--- src/common/sdf_pkg.sv ---
package sdf_pkg;
  // modulator clock is the system clock divided by this
  localparam int unsigned MOD_DIV = 6;
  localparam logic [2:0] MOD_DIV_LAST = 3'h5;
  localparam logic [2:0] MOD_CLK_HIGH = 3'h3;
  // oversampling ratio and its counter terminal value
  localparam int unsigned OSR = 64;
  localparam logic [5:0] OSR_LAST = 6'h3f;
  localparam int unsigned STAGES = 5;
  // conversions needed before the output is settled
  localparam logic [2:0] SETTLE_CONV = 3'h5;
  // last count of the ready line low time; the line stays low one system clock longer than this
  localparam logic [2:0] DRDY_LOW_LAST = 3'h5;
  localparam int unsigned ACC_W = 32;
  localparam int unsigned RES_W = 24;
  localparam logic [23:0] RES_POS_FULL = 24'h7fffff;
  localparam logic signed [31:0] ACC_POS_LIMIT = 32'sh40000000;
  localparam logic [23:0] RES_RESET = 24'h000000;

  typedef struct packed {
    logic settled;
    logic [RES_W-1:0] data;
  } sdf_result_t;

  localparam int unsigned RESULT_BITS = $bits(sdf_result_t);
endpackage : sdf_pkg

--- src/verilog/sdf_buffer.sv ---
`timescale 1ns/1ps
`default_nettype none
// two-entry fifo; full when both slots hold a word
module sdf_buffer #(
  parameter int unsigned WIDTH = sdf_pkg::RESULT_BITS,
  parameter int unsigned DEPTH = 2
) (
  // clock and reset
  input wire logic clk_i,
  input wire logic rst_b_i,
  // filling side
  input wire logic in_valid_i,
  output logic in_ready_o,
  input wire logic [WIDTH-1:0] in_data_i,
  // draining side
  output logic out_valid_o,
  input wire logic out_ready_i,
  output logic [WIDTH-1:0] out_data_o
);
  localparam int unsigned PW = $clog2(DEPTH);
  logic [WIDTH-1:0] mem [DEPTH];
  logic [PW-1:0] wr_ptr;
  logic [PW-1:0] rd_ptr;
  logic [PW:0] count;
  wire push = in_valid_i & in_ready_o;
  wire pop = out_valid_o & out_ready_i;
  wire [PW-1:0] next_wr_ptr = (wr_ptr == PW'(DEPTH - 1)) ? '0 : wr_ptr + 1'b1;
  wire [PW-1:0] next_rd_ptr = (rd_ptr == PW'(DEPTH - 1)) ? '0 : rd_ptr + 1'b1;

  assign in_ready_o = (count != (PW + 1)'(DEPTH));
  assign out_valid_o = (count != '0);
  assign out_data_o = mem[rd_ptr];

  always_ff @(posedge clk_i) begin
    if (push) begin
      mem[wr_ptr] <= in_data_i;
    end
  end

  always_ff @(posedge clk_i or negedge rst_b_i) begin
    if (!rst_b_i) begin
      wr_ptr <= '0;
      rd_ptr <= '0;
      count <= '0;
    end else begin
      if (push) wr_ptr <= next_wr_ptr;
      if (pop) rd_ptr <= next_rd_ptr;
      count <= count + (PW + 1)'(push) - (PW + 1)'(pop);
    end
  end
endmodule : sdf_buffer
`default_nettype wire

--- src/verilog/sdf_filter.sv ---
`timescale 1ns/1ps
`default_nettype none
module sdf_filter (
  // clock and reset
  input wire logic CLK_I,
  input wire logic RST_B_I,
  // modulator side
  input wire logic MOD_BIT_I,
  output logic MOD_CLK_O,
  // result side
  input wire logic RESULT_READY_I,
  output logic RESULT_VALID_O,
  output logic [23:0] RESULT_O,
  output logic DATA_OUT_READY_O,
  output logic SETTLED_O
);
  typedef logic signed [sdf_pkg::ACC_W-1:0] sdf_acc_t;

  // clamp the positive full-scale case, which would wrap to the most negative code
  function automatic logic [sdf_pkg::RES_W-1:0] sdf_scale(input sdf_acc_t v);
    if (v >= sdf_pkg::ACC_POS_LIMIT) begin
      sdf_scale = sdf_pkg::RES_POS_FULL;
    end else begin
      sdf_scale = v[30:7];
    end
  endfunction : sdf_scale

  logic [2:0] div_cnt;
  logic [5:0] dec_cnt;
  logic [2:0] conv_cnt;
  logic [2:0] low_cnt;
  logic low_act;
  sdf_acc_t integ [sdf_pkg::STAGES];
  sdf_acc_t dly [sdf_pkg::STAGES];
  sdf_acc_t comb [sdf_pkg::STAGES];
  logic pend_valid;
  sdf_pkg::sdf_result_t pend;
  logic buf_in_ready;
  logic buf_out_valid;
  sdf_pkg::sdf_result_t buf_out;

  // the modulator clock halts while a finished word has nowhere to go, so nothing is dropped
  wire stall = pend_valid & ~buf_in_ready;
  wire div_wrap = (div_cnt == sdf_pkg::MOD_DIV_LAST);
  wire tick = div_wrap & ~stall;
  wire dump = tick & (dec_cnt == sdf_pkg::OSR_LAST);
  wire [2:0] next_div_cnt = div_wrap ? 3'h0 : div_cnt + 3'h1;
  // high on counts one to three, so the first high phase after reset is already full length
  wire next_mod_clk = (next_div_cnt != 3'h0) & (next_div_cnt <= sdf_pkg::MOD_CLK_HIGH);
  wire sdf_acc_t mod_val = MOD_BIT_I ? sdf_acc_t'(1) : sdf_acc_t'(-1);
  // a new word waits until the previous ready pulse has run its full length
  wire drdy_idle = ~low_act;
  wire load = buf_out_valid & (~RESULT_VALID_O | RESULT_READY_I) & drdy_idle;
  wire settled_now = (conv_cnt == sdf_pkg::SETTLE_CONV);
  wire settled_next = (conv_cnt >= sdf_pkg::SETTLE_CONV - 3'h1);
  wire low_done = (low_cnt == 3'h0);

  // differentiators at the decimated rate; wraparound arithmetic is exact for this structure
  always_comb begin
    comb[0] = integ[sdf_pkg::STAGES-1] - dly[0];
    for (int i = 1; i < sdf_pkg::STAGES; i++) begin
      comb[i] = comb[i-1] - dly[i];
    end
  end

  always_ff @(posedge CLK_I or negedge RST_B_I) begin
    if (!RST_B_I) begin
      div_cnt <= 3'h0;
    end else if (!stall) begin
      div_cnt <= next_div_cnt;
    end
  end

  always_ff @(posedge CLK_I or negedge RST_B_I) begin
    if (!RST_B_I) begin
      MOD_CLK_O <= 1'b0;
    end else if (!stall) begin
      MOD_CLK_O <= next_mod_clk;
    end
  end

  always_ff @(posedge CLK_I or negedge RST_B_I) begin
    if (!RST_B_I) begin
      dec_cnt <= 6'h00;
    end else if (tick) begin
      dec_cnt <= dec_cnt + 6'h01;
    end
  end

  // integrators at the modulator rate; each stage adds the last value of the one before
  always_ff @(posedge CLK_I or negedge RST_B_I) begin
    if (!RST_B_I) begin
      for (int i = 0; i < sdf_pkg::STAGES; i++) begin
        integ[i] <= '0;
      end
    end else if (tick) begin
      integ[0] <= integ[0] + mod_val;
      for (int i = 1; i < sdf_pkg::STAGES; i++) begin
        integ[i] <= integ[i] + integ[i-1];
      end
    end
  end

  // differentiator delays, loaded once per conversion
  always_ff @(posedge CLK_I or negedge RST_B_I) begin
    if (!RST_B_I) begin
      for (int i = 0; i < sdf_pkg::STAGES; i++) begin
        dly[i] <= '0;
      end
    end else if (dump) begin
      dly[0] <= integ[sdf_pkg::STAGES-1];
      for (int i = 1; i < sdf_pkg::STAGES; i++) begin
        dly[i] <= comb[i-1];
      end
    end
  end

  // conversion count; the first words out of reset still carry startup history
  always_ff @(posedge CLK_I or negedge RST_B_I) begin
    if (!RST_B_I) begin
      conv_cnt <= 3'h0;
    end else if (dump && !settled_now) begin
      conv_cnt <= conv_cnt + 3'h1;
    end
  end

  // a dump wins over a hand-over; the buffer takes the old word in that same cycle
  always_ff @(posedge CLK_I or negedge RST_B_I) begin
    if (!RST_B_I) begin
      pend_valid <= 1'b0;
    end else if (dump) begin
      pend_valid <= 1'b1;
    end else if (buf_in_ready) begin
      pend_valid <= 1'b0;
    end
  end

  always_ff @(posedge CLK_I or negedge RST_B_I) begin
    if (!RST_B_I) begin
      pend <= '0;
    end else if (dump) begin
      pend.data <= sdf_scale(comb[sdf_pkg::STAGES-1]);
      pend.settled <= settled_next;
    end
  end

  sdf_buffer #(
    .WIDTH(sdf_pkg::RESULT_BITS),
    .DEPTH(2)
  ) sdf_buffer_inst (
    .clk_i(CLK_I),
    .rst_b_i(RST_B_I),
    .in_valid_i(pend_valid),
    .in_ready_o(buf_in_ready),
    .in_data_i(pend),
    .out_valid_o(buf_out_valid),
    .out_ready_i(load),
    .out_data_o(buf_out)
  );

  // result_output_register; a word stays until the next load
  always_ff @(posedge CLK_I or negedge RST_B_I) begin
    if (!RST_B_I) begin
      RESULT_O <= sdf_pkg::RES_RESET;
    end else if (load) begin
      RESULT_O <= buf_out.data;
    end
  end

  always_ff @(posedge CLK_I or negedge RST_B_I) begin
    if (!RST_B_I) begin
      SETTLED_O <= 1'b0;
    end else if (load) begin
      SETTLED_O <= buf_out.settled;
    end
  end

  // a load wins over a read in the same cycle, so the fresh word stays flagged
  always_ff @(posedge CLK_I or negedge RST_B_I) begin
    if (!RST_B_I) begin
      RESULT_VALID_O <= 1'b0;
    end else if (load) begin
      RESULT_VALID_O <= 1'b1;
    end else if (RESULT_READY_I) begin
      RESULT_VALID_O <= 1'b0;
    end
  end

  // ready pulse lasts six system clocks, from the edge after the register write
  always_ff @(posedge CLK_I or negedge RST_B_I) begin
    if (!RST_B_I) begin
      low_act <= 1'b0;
    end else if (load) begin
      low_act <= 1'b1;
    end else if (low_done) begin
      low_act <= 1'b0;
    end
  end

  always_ff @(posedge CLK_I or negedge RST_B_I) begin
    if (!RST_B_I) begin
      low_cnt <= 3'h0;
    end else if (load) begin
      low_cnt <= sdf_pkg::DRDY_LOW_LAST;
    end else if (!low_done) begin
      low_cnt <= low_cnt - 3'h1;
    end
  end

  always_ff @(posedge CLK_I or negedge RST_B_I) begin
    if (!RST_B_I) begin
      DATA_OUT_READY_O <= 1'b1;
    end else begin
      DATA_OUT_READY_O <= drdy_idle;
    end
  end
endmodule : sdf_filter
`default_nettype wire

--- config.mk ---
export PLATFORM = sky130hd
export DESIGN_NAME = sdf_filter
export DESIGN_NICKNAME = d
export VERILOG_FILES = /design/src/common/sdf_pkg.sv /design/src/verilog/sdf_buffer.sv /design/src/verilog/sdf_filter.sv
export SDC_FILE = /design/constraint.sdc
export NUM_CORES = 1
export LEC_CHECK = 0
export ABC_AREA = 1
export ABC_CLOCK_PERIOD_IN_PS = 13400
export BUFFER_PORTS_ARGS = -buffer_cell sky130_fd_sc_hd__buf_2
export CAP_MARGIN = 20
export CORE_ASPECT_RATIO = 1.5
export CORE_MARGIN = 1.5
export CORE_UTILIZATION = 65
export DETAILED_ROUTE_END_ITERATION = 10
export GPL_TIMING_DRIVEN = 0
export PLACE_DENSITY = 0.82
export SYNTH_ARGS = -nofsm -noshare
export SYNTH_HDL_FRONTEND = slang
export SYNTH_SLANG_ARGS = --single-unit
--- constraint.sdc ---
create_clock -name CLK_I -period 13.4 [get_ports CLK_I]
set_input_delay 1.34 -clock CLK_I [delete_from_list [all_inputs] [get_ports CLK_I]]
set_output_delay 1.34 -clock CLK_I [all_outputs]
set_load 0.01 [all_outputs]
# After elaboration in Yosys (flattened, before gate mapping)
# Memory sizes are Yosys's and may differ from the RTL's. A register that Yosys moved wholly into a read port is not among the register bits.
# Cells that the tools add are included.
[totals]
register_bits = 369
ram_bits = 50
input_bits = 4
n_memories = 1
out_inout_bits = 28
[op_classes]
bitwise = 13
n_eq_ne = 5
order_cmp = 3
n_mux = 15
reduce_logical = 9
add_sub_neg = 18
[mem_list]
columns = ["name", "words", "word_bits", "rd", "rd_ports_with_merged_regs", "write_ports", "line", "text"]
rows = [
  ["sdf_buffer_inst.mem", 2, 25, 1, 1, 1, "sdf_buffer.sv:21", "logic [WIDTH-1:0] mem [DEPTH];"],
]
[ops]
columns = ["cell", "n"]
rows = [
  ["adder 32 bit", 5],
  ["subtractor 32 bit", 5],
  ["greater-or-equal comparator 32 bit, second input constant", 1],
  ["2-to-1 mux 32 bit", 1],
  ["2-to-1 mux 24 bit", 1],
  ["2-to-1 mux 1 bit", 10],
  ["2-to-1 mux 3 bit", 3],
  ["bitwise AND 1 bit", 8],
  ["nonzero test 2 bit", 4],
  ["adder 3 x 1 -> 3 bit, second input constant", 2],
  ["adder 6 x 1 -> 6 bit, second input constant", 1],
  ["== test 3 bit, second input constant", 2],
  ["== test 6 bit, second input constant", 1],
  ["NOT 1 bit", 4],
  ["greater-or-equal comparator 3 bit, second input constant", 1],
  ["less-or-equal comparator 3 x 2 -> 1 bit, second input constant", 1],
  ["logical NOT 3 bit", 1],
  ["nonzero test 3 bit", 1],
  ["subtractor 3 x 1 -> 3 bit, second input constant", 1],
  ["adder 1 bit, second input constant", 2],
  ["adder 2 x 1 -> 2 bit", 1],
  ["logical NOT 1 bit", 2],
  ["!= test 2 x 1 -> 1 bit, second input constant", 1],
  ["!= test 2 bit, second input constant", 1],
  ["3 further kinds", 3],
]

# Logic depth before layout (Yosys ltp)
# Gate-level depths: netlist of run 1.
[depth]
word_depth = 7
ltp_mapped = 55
mapped_depth_nobuf = 54

# Cells and area by module
# A second synthesis of run 1 with hierarchy kept.
[hier_totals]
cells_unflattened = 4155
hier_area_um2 = 32014.5
[modules_own_cells]
columns = ["mod", "instances", "seq_area_each_um2", "cells_each", "area_each_um2"]
rows = [
  ["sdf_filter", 1, 9760.6, 3993, 29942.5],
  ["sdf_buffer", 1, 1601.5, 162, 2072.0],
]

# Worst setup path after synthesis of run 1
# OpenSTA, ideal clock, no wires.
[synth_timing]
path_type = "register to register"
from = "register integ[0] (netlist name)"
to = "register pend[12] (netlist name)"
path_buffers = 1
required_time_ns = 13.274
setup_slack_ns = 5.844
path_stages_with_launch = 53
setup_time_ns = 0.126
arrival_time_ns = 7.430
path_cell_list = "dfrtp_1 > inv_1 > ha_1 > fa_1 > o21ai_1 > nand2_1 > nand2_1 > a21oi_1 > o21bai_1 > nand2_1 > nand2_1 > a21oi_1 > o21ai_1 > xor2_1 > ha_1 > nand2_1 > nor4_1 > nand2_1 > [... 17 more ...] > inv_1 > nor3_1 > nand2_1 > a21oi_1 > nor2_1 > ha_1 > inv_1 > nor3_1 > and2_1 > a221oi_1 > nand2_1 > xor2_1 > inv_1 > nand3_1 > nand2_2 > nand2_4 > buf_12 > a21oi_4"
[synth_lines]
columns = ["element", "line", "text"]
rows = [
  ["start: declaration", "sdf_filter.sv:33", "sdf_acc_t integ [sdf_pkg::STAGES];"],
  ["start signal: indexed assignment", "sdf_filter.sv:99", "integ[i] <= integ[i] + integ[i-1];"],
  ["end: declaration", "sdf_filter.sv:37", "sdf_pkg::sdf_result_t pend;"],
]

==> flow_summary.html, run 1 <==
<table>
<tr><th>Metric</th><th>Value</th></tr>
<tr><th colspan="2">Timing</th></tr>
<tr><td>Max-slew violations</td><td>0</td></tr>
<tr><td>Number of setup violations in the final report</td><td>0</td></tr>
<tr><td>Count of endpoints failing hold in the final timing report</td><td>0</td></tr>
<tr><td>Post-layout minimum cycle time</td><td>10570 ps</td></tr>
<tr><td>Setup TNS</td><td>0 ps</td></tr>
<tr><td>Measured slew at the worst slew-check pin</td><td>1140 ps</td></tr>
<tr><td>Period utilization</td><td>0.789</td></tr>
<tr><td>Clk_skew</td><td>22.8 ps</td></tr>
<tr><td>Max-slew headroom at the worst pin</td><td>0.239</td></tr>
<tr><td>Fin Hold WS</td><td>399 ps</td></tr>
<tr><td>Unrepaired setup endpoints after global routing</td><td>false</td></tr>
<tr><td>Highest Clock Rate</td><td>0.0946 GHz</td></tr>
<tr><th colspan="2">Layout</th></tr>
<tr><td>Share of post-route cells with drive strength above 1</td><td>0.0435</td></tr>
<tr><td>Number of nets at the end of the flow</td><td>4521</td></tr>
<tr><td>Post-synthesis to final-layout area growth</td><td>8.88%</td></tr>
<tr><td>Ant. Diodes</td><td>0</td></tr>
<tr><td>Design Area, Final</td><td>0.0347 mm^2</td></tr>
<tr><td>Count of placed standard cells in the final layout, fillers left out</td><td>4884</td></tr>
<tr><td>Combined area of the multi-input logic cells</td><td>0.0182 mm^2</td></tr>
<tr><td>Combined flip-flop and latch cell area</td><td>0.0114 mm^2</td></tr>
<tr><td>Filler cells</td><td>4006</td></tr>
<tr><th colspan="2">Synthesis</th></tr>
<tr><td>Post-synthesis instance area</td><td>0.0319 mm^2</td></tr>
<tr><td>Synthesized net count</td><td>4434</td></tr>
<tr><td>Top cells by area in the synthesized netlist</td><td>sky130_fd_sc_hd__dfrtp_1 31%, sky130_fd_sc_hd__ha_1 12%, sky130_fd_sc_hd__nand2_1 11%</td></tr>
<tr><td>Proportion of synthesized chip area in sequential cells</td><td>0.357</td></tr>
<tr><td>Number of synthesis warnings</td><td>0</td></tr>
<tr><td>Commonest cells post-synth</td><td>922 x sky130_fd_sc_hd__nand2_1, 498 x sky130_fd_sc_hd__inv_1, 406 x sky130_fd_sc_hd__o21ai_0</td></tr>
<tr><td>Top_reg_cell synth</td><td>sky130_fd_sc_hd__dfrtp_1</td></tr>
<tr><td>Library cells used by synthesis</td><td>55</td></tr>
<tr><td>Number of enable-type register cells in the synthesized netlist</td><td>50</td></tr>
<tr><td>Register bit count reported by yosys</td><td>444</td></tr>
<tr><td>Post-synthesis async set-or-reset flop share</td><td>0.887</td></tr>
<tr><td>Syn Inst Count</td><td>4104</td></tr>
<tr><td>Cell accounting for the most synthesized area</td><td>sky130_fd_sc_hd__dfrtp_1</td></tr>
<tr><td>Syn avg cell area</td><td>7.76 um^2</td></tr>
<tr><td>Most frequent cell after synthesis</td><td>sky130_fd_sc_hd__nand2_1</td></tr>
<tr><td>Top-area cell type share of the netlist area</td><td>0.309</td></tr>
<tr><th colspan="2">Place</th></tr>
<tr><td>Number of I/O port buffers</td><td>31</td></tr>
<tr><td>HPWL after detailed placement</td><td>67500 um</td></tr>
<tr><td>Post-placement cell count</td><td>4798</td></tr>
<tr><td>Global placer's final weighted congestion</td><td>1.00</td></tr>
<tr><td>Post-DP Area</td><td>0.0330 mm^2</td></tr>
<tr><th colspan="2">CTS</th></tr>
<tr><td>Buffer count from post-CTS setup fixing</td><td>0</td></tr>
<tr><td>Maximum level of the CTS H-tree</td><td>2</td></tr>
<tr><td>Clock latency at the later pin of the worst-skew pair</td><td>610 ps</td></tr>
<tr><td>Number of buffers inserted during clock tree synthesis</td><td>46</td></tr>
<tr><td>CTS Root Cell</td><td>sky130_fd_sc_hd__clkbuf_16</td></tr>
<tr><td>Number of sinks on the clock net</td><td>444</td></tr>
<tr><td>CTS tree</td><td>built</td></tr>
<tr><td>CTS clock-pin slew for the worst setup and hold paths</td><td>60 ps</td></tr>
<tr><td>Maximum clock path buffer count</td><td>3</td></tr>
<tr><td>Number of buffers inserted for hold repair after clock tree synthesis</td><td>0</td></tr>
<tr><td>Count of cells resized by post-cts repair</td><td>0</td></tr>
<tr><th colspan="2">Setup path</th></tr>
<tr><td>Signal arrival time at the worst endpoint</td><td>11050 ps</td></tr>
<tr><td>Crit-path most repeated cell</td><td>sky130_fd_sc_hd__nand2_1</td></tr>
<tr><td>Largest stage delay on the critical path</td><td>940 ps</td></tr>
<tr><td>Max FO, Critical Path</td><td>10</td></tr>
<tr><td>Setup crit end kind</td><td>flip-flop</td></tr>
<tr><td>Launching element type of the critical path</td><td>flip-flop</td></tr>
<tr><td>Category of the critical setup timing path</td><td>flip-flop to flip-flop</td></tr>
<tr><td>Worst Path Required</td><td>13880 ps</td></tr>
<tr><td>Number of cells on the worst reg-to-reg path</td><td>49</td></tr>
<tr><td>Slowest CP cell</td><td>sky130_fd_sc_hd__nor4_1</td></tr>
<tr><th colspan="2">Routing</th></tr>
<tr><td>Number of DRC violations after detailed-routing iteration 0</td><td>1291</td></tr>
<tr><td>Total routed wirelength</td><td>86800 um</td></tr>
<tr><td>Post-detailed-route count of antenna-violating nets</td><td>0</td></tr>
<tr><td>Routed WL per cell</td><td>17.8 um</td></tr>
<tr><td>1st-pass router iterations</td><td>5</td></tr>
<tr><td>DRC errors left</td><td>0</td></tr>
<tr><td>Drt via density</td><td>5.77</td></tr>
<tr><td>Vias</td><td>28200</td></tr>
<tr><th colspan="2">Floorplanning</th></tr>
<tr><td>Effective utilization at floorplan</td><td>0.656</td></tr>
<tr><td>Std-Cell Core Area</td><td>0.0486 mm^2</td></tr>
<tr><td>Horiz. Die Dim</td><td>184 um</td></tr>
<tr><td>IO Pins</td><td>32</td></tr>
<tr><td>Number of rows created at floorplan</td><td>99</td></tr>
<tr><td>Die extent in y</td><td>274 um</td></tr>
<tr><td>Full die area</td><td>0.0504 mm^2</td></tr>
<tr><th colspan="2">Global routing</th></tr>
<tr><td>Total Routing Usage GR</td><td>0.350</td></tr>
<tr><td>Number of antenna violations at the first check in global routing</td><td>1</td></tr>
<tr><td>Vias in the first global route</td><td>29100</td></tr>
<tr><td>First-pass GRT wire length</td><td>138000 um</td></tr>
<tr><td>Global-route congestion overflow total</td><td>0</td></tr>
<tr><td>Largest net degree at the start of global routing</td><td>116</td></tr>
<tr><th colspan="2">Worst hold path</th></tr>
<tr><td>Hold Path Depth</td><td>1</td></tr>
<tr><td>Tightest Hold Check Type</td><td>flip-flop to flip-flop</td></tr>
<tr><th colspan="2">Run</th></tr>
<tr><td>Max Cap Viol</td><td>0</td></tr>
<tr><th colspan="2">Run status</th></tr>
<tr><td>Outcome</td><td>finished, final reports clean</td></tr>
</table>
## logic make-up after synthesis
| kind of cell | synth area share |
|---|---|
| flops | 0.357 |
| compound gates | 0.185 |
| simple gates | 0.187 |
| buf+inv | 0.0711 |
| xor+xnor | 0.0704 |
| fa+ha+maj | 0.130 |
## worst max-delay path: cells and delay by family (launching register included)
| family | cells | cell delay, ps |
|---|---|---|
| compound gates | 13 | 2640 |
| xor+xnor | 5 | 920 |
| fa+ha+maj | 6 | 2140 |
| buf+inv | 6 | 560 |
| flops | 1 | 340 |
| simple gates | 19 | 3800 |
## routing by layer
metal,global-route usage,part of all wire,wire length (um),vias up
met2,0.677,0.53,46100,665
met4,0.346,0.11,9790,2
met3,0.0529,0.033,2880,432
met1,0.293,0.32,28000,13200
li1,-,-,-,13900
met5,0,0.000092,8,-
## registers in the layout, summed over array words and instances (netlist names), 6 cells and up
name	count
RESULT_O	24
dec_cnt	6
dly	160
integ	160
pend	25
sdf_buffer_inst.mem	50
## area by class of cell
cell class	count	area share
Multi-Input combinational cell	3071	0.526
Timing Repair Buffer	39	0.00967
Sequential cell	444	0.328
Inverter	503	0.0544
Tap cell	656	0.0237
Buffer	86	0.0109
Clock inverter	24	0.0106
Clock buffer	61	0.0374
## path summary, 6_finish.rpt
check,slack [ps],endpoint,startpoint
worst max-delay path,2830,pend[15],integ[0]
worst min-delay path,400,DATA_OUT_READY_O,low_act
worst max register to register,2830,pend[15],integ[0]
worst min register to register,400,DATA_OUT_READY_O,low_act
max in group asynchronous,11590,integ[60],RST_B_I
min in group asynchronous,720,dly[64],RST_B_I
## through the flow
stage,setup WS (ps),util
after global placement,2950,0.676
after CTS,3480,0.714
after detailed placement,3530,0.680
final,2830,0.714
after global routing,1980,0.714
after floorplan,5840,-
## cell usage in the layout, fill, tap and decap left out, types with 37 or more instances in the layout
master and count:
sky130_fd_sc_hd__o31ai_1 38, sky130_fd_sc_hd__nor2_1 310, sky130_fd_sc_hd__nor3_1 37, sky130_fd_sc_hd__clkbuf_1 80
sky130_fd_sc_hd__xnor2_1 112, sky130_fd_sc_hd__o21ai_0 406, sky130_fd_sc_hd__inv_1 498, sky130_fd_sc_hd__dfrtp_1 393
sky130_fd_sc_hd__edfxtp_1 50, sky130_fd_sc_hd__clkbuf_16 47, sky130_fd_sc_hd__a31oi_1 53, sky130_fd_sc_hd__nand2_1 922
sky130_fd_sc_hd__nand3_1 98, sky130_fd_sc_hd__xor2_1 144, sky130_fd_sc_hd__ha_1 317, sky130_fd_sc_hd__a21oi_1 362
Power of run 1 is left out: the tool's default activity adds up to more than one toggle a clock period on the data nets, which glitch-free logic cannot reach.
==> inputs of run 2 (changes only) <==
--- a/config.mk
+++ b/config.mk
@@ -5,16 +5,16 @@
 export SDC_FILE = /design/constraint.sdc
 export NUM_CORES = 1
 export LEC_CHECK = 0
-export ABC_AREA = 1
-export ABC_CLOCK_PERIOD_IN_PS = 13400
+export ABC_AREA = 0
+export ABC_CLOCK_PERIOD_IN_PS = 9640
 export BUFFER_PORTS_ARGS = -buffer_cell sky130_fd_sc_hd__buf_2
 export CAP_MARGIN = 20
 export CORE_ASPECT_RATIO = 1.5
 export CORE_MARGIN = 1.5
-export CORE_UTILIZATION = 65
+export CORE_UTILIZATION = 59
 export DETAILED_ROUTE_END_ITERATION = 10
 export GPL_TIMING_DRIVEN = 0
-export PLACE_DENSITY = 0.82
+export PLACE_DENSITY = 0.78
 export SYNTH_ARGS = -nofsm -noshare
 export SYNTH_HDL_FRONTEND = slang
 export SYNTH_SLANG_ARGS = --single-unit
==> constraint.sdc (replaced) <==
create_clock -name CLK_I -period 9.64 [get_ports CLK_I]
set_input_delay 0.964 -clock CLK_I [delete_from_list [all_inputs] [get_ports CLK_I]]
set_output_delay 0.964 -clock CLK_I [all_outputs]
set_load 0.01 [all_outputs]
==> run 2 against run 1 <==
Against the previous run: clock skew is 5.5 ps higher; wire length is 18% lower; design area fell by 4.1%; global-route usage down 8.0 points; worst setup slack worse by 2400 ps; core utilization shrank 5.6 points; register-to-register slack worse by 2400 ps; sequential share of layout area up 1.4 points; non-clock buffer count grew 27; die area is 4.3% higher; critical path type unchanged; highest routed layer is now met4.
==> flow_summary.html, run 2 <==
<table>
<tr><th>Metric</th><th>Value</th></tr>
<tr><th colspan="2">Routing</th></tr>
<tr><td>DRT met1 WL</td><td>25000 um (-11%)</td></tr>
<tr><td>Drt via density</td><td>5.76 (about the same)</td></tr>
<tr><td>Met2 routed wirelength</td><td>39300 um (-15%)</td></tr>
<tr><td>DRC errors left</td><td>0 (unchanged)</td></tr>
<tr><td>1st-pass router iterations</td><td>5 (unchanged)</td></tr>
<tr><td>Vias</td><td>24200 (-14%)</td></tr>
<tr><td>Max layer used</td><td>met4</td></tr>
<tr><td>Total routed wirelength</td><td>70800 um (-18%)</td></tr>
<tr><td>Routed WL per cell</td><td>16.9 um (-5.0%)</td></tr>
<tr><td>Sum of met3 wire segment lengths after detailed routing</td><td>1600 um (-44%)</td></tr>
<tr><td>Number of DRC violations after detailed-routing iteration 0</td><td>886 (-31%)</td></tr>
<tr><td>Post-detailed-route count of antenna-violating nets</td><td>0 (unchanged)</td></tr>
<tr><th colspan="2">Synthesis</th></tr>
<tr><td>Post-synthesis instance area</td><td>0.0302 mm^2 (-5.3%)</td></tr>
<tr><td>Syn avg cell area</td><td>8.92 um^2 (+15%)</td></tr>
<tr><td>Number of synthesis warnings</td><td>0 (unchanged)</td></tr>
<tr><td>Syn Inst Count</td><td>3383 (-18%)</td></tr>
<tr><td>Commonest cells post-synth</td><td>471 x sky130_fd_sc_hd__nand2_1, 397 x sky130_fd_sc_hd__o21ai_0, 393 x sky130_fd_sc_hd__dfrtp_1</td></tr>
<tr><td>Post-synthesis async set-or-reset flop share</td><td>0.887 (unchanged)</td></tr>
<tr><td>Top_reg_cell synth</td><td>sky130_fd_sc_hd__dfrtp_1</td></tr>
<tr><td>Cell accounting for the most synthesized area</td><td>sky130_fd_sc_hd__dfrtp_1</td></tr>
<tr><td>Number of enable-type register cells in the synthesized netlist</td><td>50 (unchanged)</td></tr>
<tr><td>Most frequent cell after synthesis</td><td>sky130_fd_sc_hd__nand2_1</td></tr>
<tr><td>Library cells used by synthesis</td><td>80 (+45%)</td></tr>
<tr><td>Synthesized net count</td><td>3713 (-16%)</td></tr>
<tr><td>Proportion of synthesized chip area in sequential cells</td><td>0.377 (+0.0200)</td></tr>
<tr><td>Top cells by area in the synthesized netlist</td><td>sky130_fd_sc_hd__dfrtp_1 33%, sky130_fd_sc_hd__ha_1 13%, sky130_fd_sc_hd__o21ai_0 6.6%</td></tr>
<tr><td>Register bit count reported by yosys</td><td>444 (unchanged)</td></tr>
<tr><td>Top-area cell type share of the netlist area</td><td>0.326 (+0.0173)</td></tr>
<tr><th colspan="2">Setup path</th></tr>
<tr><td>Crit-path most repeated cell</td><td>sky130_fd_sc_hd__a21o_1</td></tr>
<tr><td>Worst Path Required</td><td>10070 ps (-3810 ps)</td></tr>
<tr><td>Launching element type of the critical path</td><td>flip-flop</td></tr>
<tr><td>Largest stage delay on the critical path</td><td>510 ps (-430 ps)</td></tr>
<tr><td>Setup crit end kind</td><td>flip-flop</td></tr>
<tr><td>Slowest CP cell</td><td>sky130_fd_sc_hd__or4_4</td></tr>
<tr><td>Signal arrival time at the worst endpoint</td><td>9630 ps (-1420 ps)</td></tr>
<tr><td>Category of the critical setup timing path</td><td>flip-flop to flip-flop</td></tr>
<tr><td>Max FO, Critical Path</td><td>7 (-3)</td></tr>
<tr><th colspan="2">Floorplanning</th></tr>
<tr><td>Die extent in y</td><td>280 um (+2.1%)</td></tr>
<tr><td>Number of rows created at floorplan</td><td>101 (+2.0%)</td></tr>
<tr><td>Horiz. Die Dim</td><td>188 um (+2.1%)</td></tr>
<tr><td>Full die area</td><td>0.0525 mm^2 (+4.3%)</td></tr>
<tr><td>IO Pins</td><td>32 (unchanged)</td></tr>
<tr><td>Effective utilization at floorplan</td><td>0.597 (-0.0593)</td></tr>
<tr><td>Std-Cell Core Area</td><td>0.0505 mm^2 (+4.1%)</td></tr>
<tr><th colspan="2">Run</th></tr>
<tr><td>Max Cap Viol</td><td>0 (unchanged)</td></tr>
<tr><th colspan="2">Layout</th></tr>
<tr><td>Most used cells in the layout excluding fill and tap cells</td><td>471 x sky130_fd_sc_hd__nand2_1, 393 x sky130_fd_sc_hd__dfrtp_1, 390 x sky130_fd_sc_hd__o21ai_0</td></tr>
<tr><td>Leading cell type in the layout, fill and taps excluded</td><td>sky130_fd_sc_hd__nand2_1</td></tr>
<tr><td>Number of nets at the end of the flow</td><td>3820 (-16%)</td></tr>
<tr><td>Share of post-route cells with drive strength above 1</td><td>0.0630 (+0.0194)</td></tr>
<tr><td>Largest registers ranked by flip-flop count</td><td>dly (160), integ (160), sdf_buffer_inst.mem (50)</td></tr>
<tr><td>Post-synthesis to final-layout area growth</td><td>10.2%</td></tr>
<tr><td>Ant. Diodes</td><td>0 (unchanged)</td></tr>
<tr><th colspan="2">CTS</th></tr>
<tr><td>CTS Root Cell</td><td>sky130_fd_sc_hd__clkbuf_16</td></tr>
<tr><td>Number of buffers inserted for hold repair after clock tree synthesis</td><td>0 (unchanged)</td></tr>
<tr><td>Number of buffers inserted during clock tree synthesis</td><td>45 (-2.2%)</td></tr>
<tr><td>Clock latency at the later pin of the worst-skew pair</td><td>580 ps (-30 ps)</td></tr>
<tr><td>Maximum level of the CTS H-tree</td><td>2 (unchanged)</td></tr>
<tr><td>Maximum clock path buffer count</td><td>3 (unchanged)</td></tr>
<tr><td>CTS clock-pin slew for the worst setup and hold paths</td><td>60 ps (about the same)</td></tr>
<tr><td>Number of sinks on the clock net</td><td>444 (unchanged)</td></tr>
<tr><td>CTS tree</td><td>built</td></tr>
<tr><th colspan="2">Timing</th></tr>
<tr><td>Max-slew violations</td><td>0 (unchanged)</td></tr>
<tr><td>Number of setup violations in the final report</td><td>0 (unchanged)</td></tr>
<tr><td>Period utilization</td><td>0.954 (+0.165)</td></tr>
<tr><td>Count of endpoints failing hold in the final timing report</td><td>0 (unchanged)</td></tr>
<tr><td>Max-slew headroom at the worst pin</td><td>0.297 (+0.0572)</td></tr>
<tr><td>Measured slew at the worst slew-check pin</td><td>1060 ps (-85.8 ps)</td></tr>
<tr><td>Highest Clock Rate</td><td>0.109 GHz (+15%)</td></tr>
<tr><td>Post-layout minimum cycle time</td><td>9200 ps (-1370 ps)</td></tr>
<tr><td>Clk_skew</td><td>28.3 ps (+5.47 ps)</td></tr>
<tr><td>Fin Hold WS</td><td>351 ps (-48.5 ps)</td></tr>
<tr><th colspan="2">Place</th></tr>
<tr><td>Global placer's final weighted congestion</td><td>0.876 (-12%)</td></tr>
<tr><td>Number of I/O port buffers</td><td>31 (unchanged)</td></tr>
<tr><td>HPWL after detailed placement</td><td>53700 um (-20%)</td></tr>
<tr><th colspan="2">Global routing</th></tr>
<tr><td>Largest net degree at the start of global routing</td><td>120 (+3.4%)</td></tr>
<tr><td>Vias in the first global route</td><td>24700 (-15%)</td></tr>
<tr><td>First-pass GRT wire length</td><td>116000 um (-16%)</td></tr>
<tr><td>Total Routing Usage GR</td><td>0.270 (-0.0799)</td></tr>
<tr><td>Number of antenna violations at the first check in global routing</td><td>0 (-1)</td></tr>
<tr><td>Global-route congestion overflow total</td><td>0 (unchanged)</td></tr>
<tr><th colspan="2">Run status</th></tr>
<tr><td>Outcome</td><td>finished, final reports clean</td></tr>
<tr><th colspan="2">Worst hold path</th></tr>
<tr><td>Tightest Hold Check Type</td><td>input pin to asynchronous set/reset pin</td></tr>
</table>
## run 2: cell types whose count changed after synthesis, moves of 30 or more
cell	before	now
sky130_fd_sc_hd__inv_1	498	250
sky130_fd_sc_hd__nor2_1	312	159
sky130_fd_sc_hd__nand2_1	922	471
sky130_fd_sc_hd__xor2_1	144	111
sky130_fd_sc_hd__a21oi_1	362	236
sky130_fd_sc_hd__nand3_1	98	46
sky130_fd_sc_hd__nand2b_1	0	36
sky130_fd_sc_hd__a21o_1	18	140
sky130_fd_sc_hd__o21a_1	12	42
sky130_fd_sc_hd__nor2b_1	0	37
sky130_fd_sc_hd__xnor2_1	112	167
sky130_fd_sc_hd__a31oi_1	53	23
## run 2: path summary, 6_finish.rpt
kind	slack (ps)	startpoint	to	depth (start not counted)
setup / recovery	440	integ[0]	pend[8]	45
setup reg to reg	440	integ[0]	pend[8]	45
hold / removal	350	RST_B_I	dly[35]	1
max in group asynchronous	7760	RST_B_I	integ[125]	3
min in group CLK_I	400	low_act	DATA_OUT_READY_O	1
hold reg to reg	400	low_act	DATA_OUT_READY_O	1
## run 2: logic make-up after synthesis
group	share of synthesized area
simple gates	0.131
buf+inv	0.0431
flops	0.377
xor+xnor	0.0830
mux	0.0137
compound gates	0.215
fa+ha+maj	0.137
## run 2: layout make-up
type | count | area (um^2)
repair buffers | 61 | 485
clock inverters | 23 | 240
clock buffers | 60 | 1310
plain buffers | 91 | 357
multi-input cells | 2597 | 17700
well taps | 669 | 837
flip-flops and latches | 444 | 11400
inverters | 250 | 938
fillers | 4103 | 17300
## run 2: metal layers
metal | vias to the layer above | track usage
met4 | 0 | 0.174
met1 | 11500 | 0.247
li1 | 12100 | -
met2 | 375 | 0.554
met5 | - | 0
met3 | 214 | 0.0254
## run 2: stage by stage
stage / TNS, ps / util / setup slack, ps / area, um^2 / cells
floorplan: 0 / - / 980 / 30200 / 3383
global placement: -127260 / 0.616 / -368 / 31200 / 4083
detailed placement: -10620 / 0.619 / -504 / 31300 / 4089
CTS: 0 / 0.651 / 64.1 / 32900 / 4174
global route: -2780 / 0.658 / -159 / 33300 / 4195
finish: 0 / 0.658 / 442 / 33300 / 4195
## run 2: critical path: cells and delay by family (launching register included)
| family | cells | cell delay, ps |
|---|---|---|
| compound gates | 24 | 4220 |
| xor+xnor | 5 | 1050 |
| fa+ha+maj | 6 | 1890 |
| buf+inv | 3 | 380 |
| flops | 1 | 350 |
| simple gates | 7 | 1150 |
## run 2: repair_timing
| action | CTS | global route |
|---|---|---|
| resized for setup | 8 | 50 |
| pin swaps | 1 | 28 |
| buffers inserted | 2 | 19 |
| gates cloned | 0 | 2 |
| endpoints found under the hold margin | 0 | 0 |
| setup endpoints to repair | 24 | 24 |
Power of run 2 is left out for the same reason.
==> inputs of run 3 (changes only) <==
--- a/config.mk
+++ b/config.mk
@@ -15,6 +15,7 @@
 export DETAILED_ROUTE_END_ITERATION = 10
 export GPL_TIMING_DRIVEN = 0
 export PLACE_DENSITY = 0.78
+export RECOVER_POWER = 100
 export SYNTH_ARGS = -nofsm -noshare
 export SYNTH_HDL_FRONTEND = slang
 export SYNTH_SLANG_ARGS = --single-unit
==> run 3 against run 2 <==
Against the previous run: the flow now finishes with violations (max-capacitance violations, max-slew violations); core utilization fell by 0.23 points; critical path depth did not move; die area did not move; global-route usage did not move; register-to-register slack barely moved; fmax barely moved; worst setup slack got worse by 7.4 ps; via count rose by 0.16%; clock skew fell by 2.0 ps; design area fell by 0.35%; first-iteration DRC count rose by 5.5%; worst hold slack improved by 51 ps.
==> flow_summary.html, run 3 (same netlist as run 2, synthesis figures left out) <==
<table>
<tr><th>Metric</th><th>Value</th></tr>
<tr><th colspan="2">Run status</th></tr>
<tr><td>Outcome</td><td>complete, but fails checks</td></tr>
<tr><td>Failing checks</td><td>max-capacitance violations, max-slew violations</td></tr>
<tr><th colspan="2">CTS</th></tr>
<tr><td>CTS tree</td><td>built</td></tr>
<tr><td>CTS Root Cell</td><td>sky130_fd_sc_hd__clkbuf_16</td></tr>
<tr><td>Maximum clock path buffer count</td><td>3 (unchanged)</td></tr>
<tr><td>CTS clock-pin slew for the worst setup and hold paths</td><td>70 ps (about the same)</td></tr>
<tr><td>Number of buffers inserted during clock tree synthesis</td><td>45 (unchanged)</td></tr>
<tr><td>Number of sinks on the clock net</td><td>444 (unchanged)</td></tr>
<tr><td>Maximum level of the CTS H-tree</td><td>2 (unchanged)</td></tr>
<tr><td>Clock latency at the later pin of the worst-skew pair</td><td>580 ps (about the same)</td></tr>
<tr><td>Number of buffers inserted for hold repair after clock tree synthesis</td><td>0 (unchanged)</td></tr>
<tr><th colspan="2">Place</th></tr>
<tr><td>Post-placement cell count</td><td>4089 (unchanged)</td></tr>
<tr><td>HPWL after detailed placement</td><td>53700 um (unchanged)</td></tr>
<tr><td>Global placer's final weighted congestion</td><td>0.876 (unchanged)</td></tr>
<tr><td>Post-DP Area</td><td>0.0313 mm^2 (unchanged)</td></tr>
<tr><td>Number of I/O port buffers</td><td>31 (unchanged)</td></tr>
<tr><th colspan="2">Timing</th></tr>
<tr><td>Post-layout minimum cycle time</td><td>9210 ps (+7.43 ps)</td></tr>
<tr><td>Count of endpoints failing hold in the final timing report</td><td>0 (unchanged)</td></tr>
<tr><td>Setup TNS</td><td>0 ps (unchanged)</td></tr>
<tr><td>Measured slew at the worst slew-check pin</td><td>4670 ps (+3610 ps)</td></tr>
<tr><td>Highest Clock Rate</td><td>0.109 GHz (about the same)</td></tr>
<tr><td>Clk_skew</td><td>26.3 ps (-2.03 ps)</td></tr>
<tr><td>Max-slew headroom at the worst pin</td><td>-2.11 (-2.41)</td></tr>
<tr><td>Number of setup violations in the final report</td><td>0 (unchanged)</td></tr>
<tr><td>Period utilization</td><td>0.955 (about the same)</td></tr>
<tr><td>Max-slew violations</td><td>180 (+180)</td></tr>
<tr><th colspan="2">Global routing</th></tr>
<tr><td>Global-route congestion overflow total</td><td>0 (unchanged)</td></tr>
<tr><td>GR met2 Demand/Resource</td><td>0.554 (unchanged)</td></tr>
<tr><td>Met3 Use GR</td><td>0.0254 (unchanged)</td></tr>
<tr><td>First-pass GRT wire length</td><td>116000 um (unchanged)</td></tr>
<tr><td>Number of antenna violations at the first check in global routing</td><td>0 (unchanged)</td></tr>
<tr><td>Met1 usage</td><td>0.247 (unchanged)</td></tr>
<tr><td>Largest net degree at the start of global routing</td><td>120 (unchanged)</td></tr>
<tr><td>Most heavily used metal layer in global routing</td><td>met2</td></tr>
<tr><td>Vias in the first global route</td><td>24700 (unchanged)</td></tr>
<tr><td>Total Routing Usage GR</td><td>0.270 (unchanged)</td></tr>
<tr><th colspan="2">Setup path</th></tr>
<tr><td>Crit-path most repeated cell</td><td>sky130_fd_sc_hd__a21o_1</td></tr>
<tr><td>Number of cells on the worst reg-to-reg path</td><td>45 (unchanged)</td></tr>
<tr><td>Signal arrival time at the worst endpoint</td><td>9630 ps (about the same)</td></tr>
<tr><td>Setup crit end kind</td><td>flip-flop</td></tr>
<tr><td>Category of the critical setup timing path</td><td>flip-flop to flip-flop</td></tr>
<tr><td>Slowest CP cell</td><td>sky130_fd_sc_hd__or4_4</td></tr>
<tr><td>Largest stage delay on the critical path</td><td>510 ps (about the same)</td></tr>
<tr><td>Launching element type of the critical path</td><td>flip-flop</td></tr>
<tr><td>Max FO, Critical Path</td><td>7 (unchanged)</td></tr>
<tr><td>Worst Path Required</td><td>10070 ps (about the same)</td></tr>
<tr><th colspan="2">Routing</th></tr>
<tr><td>Total routed wirelength</td><td>70800 um (about the same)</td></tr>
<tr><td>1st-pass router iterations</td><td>7 (+2)</td></tr>
<tr><td>DRC errors left</td><td>0 (unchanged)</td></tr>
<tr><td>Post-detailed-route count of antenna-violating nets</td><td>0 (unchanged)</td></tr>
<tr><td>Routed WL per cell</td><td>16.9 um (about the same)</td></tr>
<tr><td>Number of DRC violations after detailed-routing iteration 0</td><td>935 (+5.5%)</td></tr>
<tr><td>Vias</td><td>24200 (+0.16%)</td></tr>
<tr><td>Drt via density</td><td>5.77 (+0.16%)</td></tr>
<tr><th colspan="2">Layout</th></tr>
<tr><td>Post-synthesis to final-layout area growth</td><td>9.86%</td></tr>
<tr><td>Filler cells</td><td>4122 (+0.46%)</td></tr>
<tr><td>Utilization after layout</td><td>0.656 (-0.00230)</td></tr>
<tr><td>Leading cell type in the layout, fill and taps excluded</td><td>sky130_fd_sc_hd__nand2_1</td></tr>
<tr><td>Design Area, Final</td><td>0.0331 mm^2 (-0.35%)</td></tr>
<tr><td>Largest registers ranked by flip-flop count</td><td>dly (160), integ (160), sdf_buffer_inst.mem (50)</td></tr>
<tr><td>Number of nets at the end of the flow</td><td>3820 (unchanged)</td></tr>
<tr><td>Most used cells in the layout excluding fill and tap cells</td><td>471 x sky130_fd_sc_hd__nand2_1, 393 x sky130_fd_sc_hd__dfrtp_1, 390 x sky130_fd_sc_hd__o21ai_0</td></tr>
<tr><td>Ant. Diodes</td><td>0 (unchanged)</td></tr>
<tr><td>Count of placed standard cells in the final layout, fillers left out</td><td>4195 (unchanged)</td></tr>
<tr><td>Share of post-route cells with drive strength above 1</td><td>0.0525 (-0.0105)</td></tr>
<tr><th colspan="2">Run</th></tr>
<tr><td>Max Cap Viol</td><td>2 (+2)</td></tr>
<tr><th colspan="2">Floorplanning</th></tr>
<tr><td>Horiz. Die Dim</td><td>188 um (unchanged)</td></tr>
<tr><td>Die extent in y</td><td>280 um (unchanged)</td></tr>
<tr><td>Full die area</td><td>0.0525 mm^2 (unchanged)</td></tr>
<tr><td>Std-Cell Core Area</td><td>0.0505 mm^2 (unchanged)</td></tr>
<tr><td>IO Pins</td><td>32 (unchanged)</td></tr>
<tr><td>Effective utilization at floorplan</td><td>0.597 (unchanged)</td></tr>
<tr><td>Number of rows created at floorplan</td><td>101 (unchanged)</td></tr>
<tr><th colspan="2">Worst hold path</th></tr>
<tr><td>Tightest Hold Check Type</td><td>flip-flop to flip-flop</td></tr>
<tr><td>Hold Path Depth</td><td>1</td></tr>
</table>
[run 3: cell types whose count changed in the layout (fill, tap and decap cells not counted), moves of 2 or more]
cell	before	now
sky130_fd_sc_hd__clkbuf_1	90	126
sky130_fd_sc_hd__and2_1	6	3
sky130_fd_sc_hd__buf_8	3	0
sky130_fd_sc_hd__buf_2	30	1
sky130_fd_sc_hd__and2_0	0	3
sky130_fd_sc_hd__buf_1	4	2
[run 3: cell type report]
| class | count | area (um^2) | share of cell area |
|---|---|---|---|
| clock buffer | 60 | 1310 | 0.0394 |
| buffer | 91 | 357 | 0.0108 |
| sequential | 444 | 11400 | 0.343 |
| clock inverter | 23 | 240 | 0.00725 |
| timing repair buffer | 61 | 377 | 0.0114 |
| tap | 669 | 837 | 0.0253 |
| inverter | 250 | 938 | 0.0283 |
| multi-input combinational | 2597 | 17700 | 0.535 |
[run 3: per-layer routing]
layer  up-vias  wire [um]  share of wire
met5         -          0              0
met4         0       4930          0.070
met3       213       1670          0.024
met2       384      39300           0.56
met1     11500      24900           0.35
li1      12100          -              -
[run 3: worst paths after layout]
path,start,endpoint,slack [ps]
worst max-delay path,integ[0],pend[8],430
worst min-delay path,low_act,DATA_OUT_READY_O,400
worst max register to register,integ[0],pend[8],430
worst min register to register,low_act,DATA_OUT_READY_O,400
max in group asynchronous,RST_B_I,integ[61],1580
min in group asynchronous,RST_B_I,dly[35],1850
[run 3: timing repair]
item | CTS | global route
buffers inserted | 2 | 19
endpoints found under the setup margin | 24 | 24
pin swaps | 1 | 28
gates resized for setup | 8 | 50
cloned | 0 | 2
[run 3: per-stage QoR]
step                      hold WS, ps  setup WS (ps)
final                             402            435
after global routing              430           -159
after CTS                         382           64.1
after detailed placement          388           -504
after global placement            385           -368
after floorplan                   371            980
[run 3: worst max-delay path, delay by kind of cell, from the launching register on]
| family | cells | cell delay [ps] |
|---|---|---|
| fa+ha+maj | 6 | 1880 |
| buf+inv | 3 | 380 |
| simple gates | 7 | 1160 |
| xor+xnor | 5 | 1040 |
| flops | 1 | 350 |
| compound gates | 24 | 4220 |
Power of run 3 is left out for the same reason.
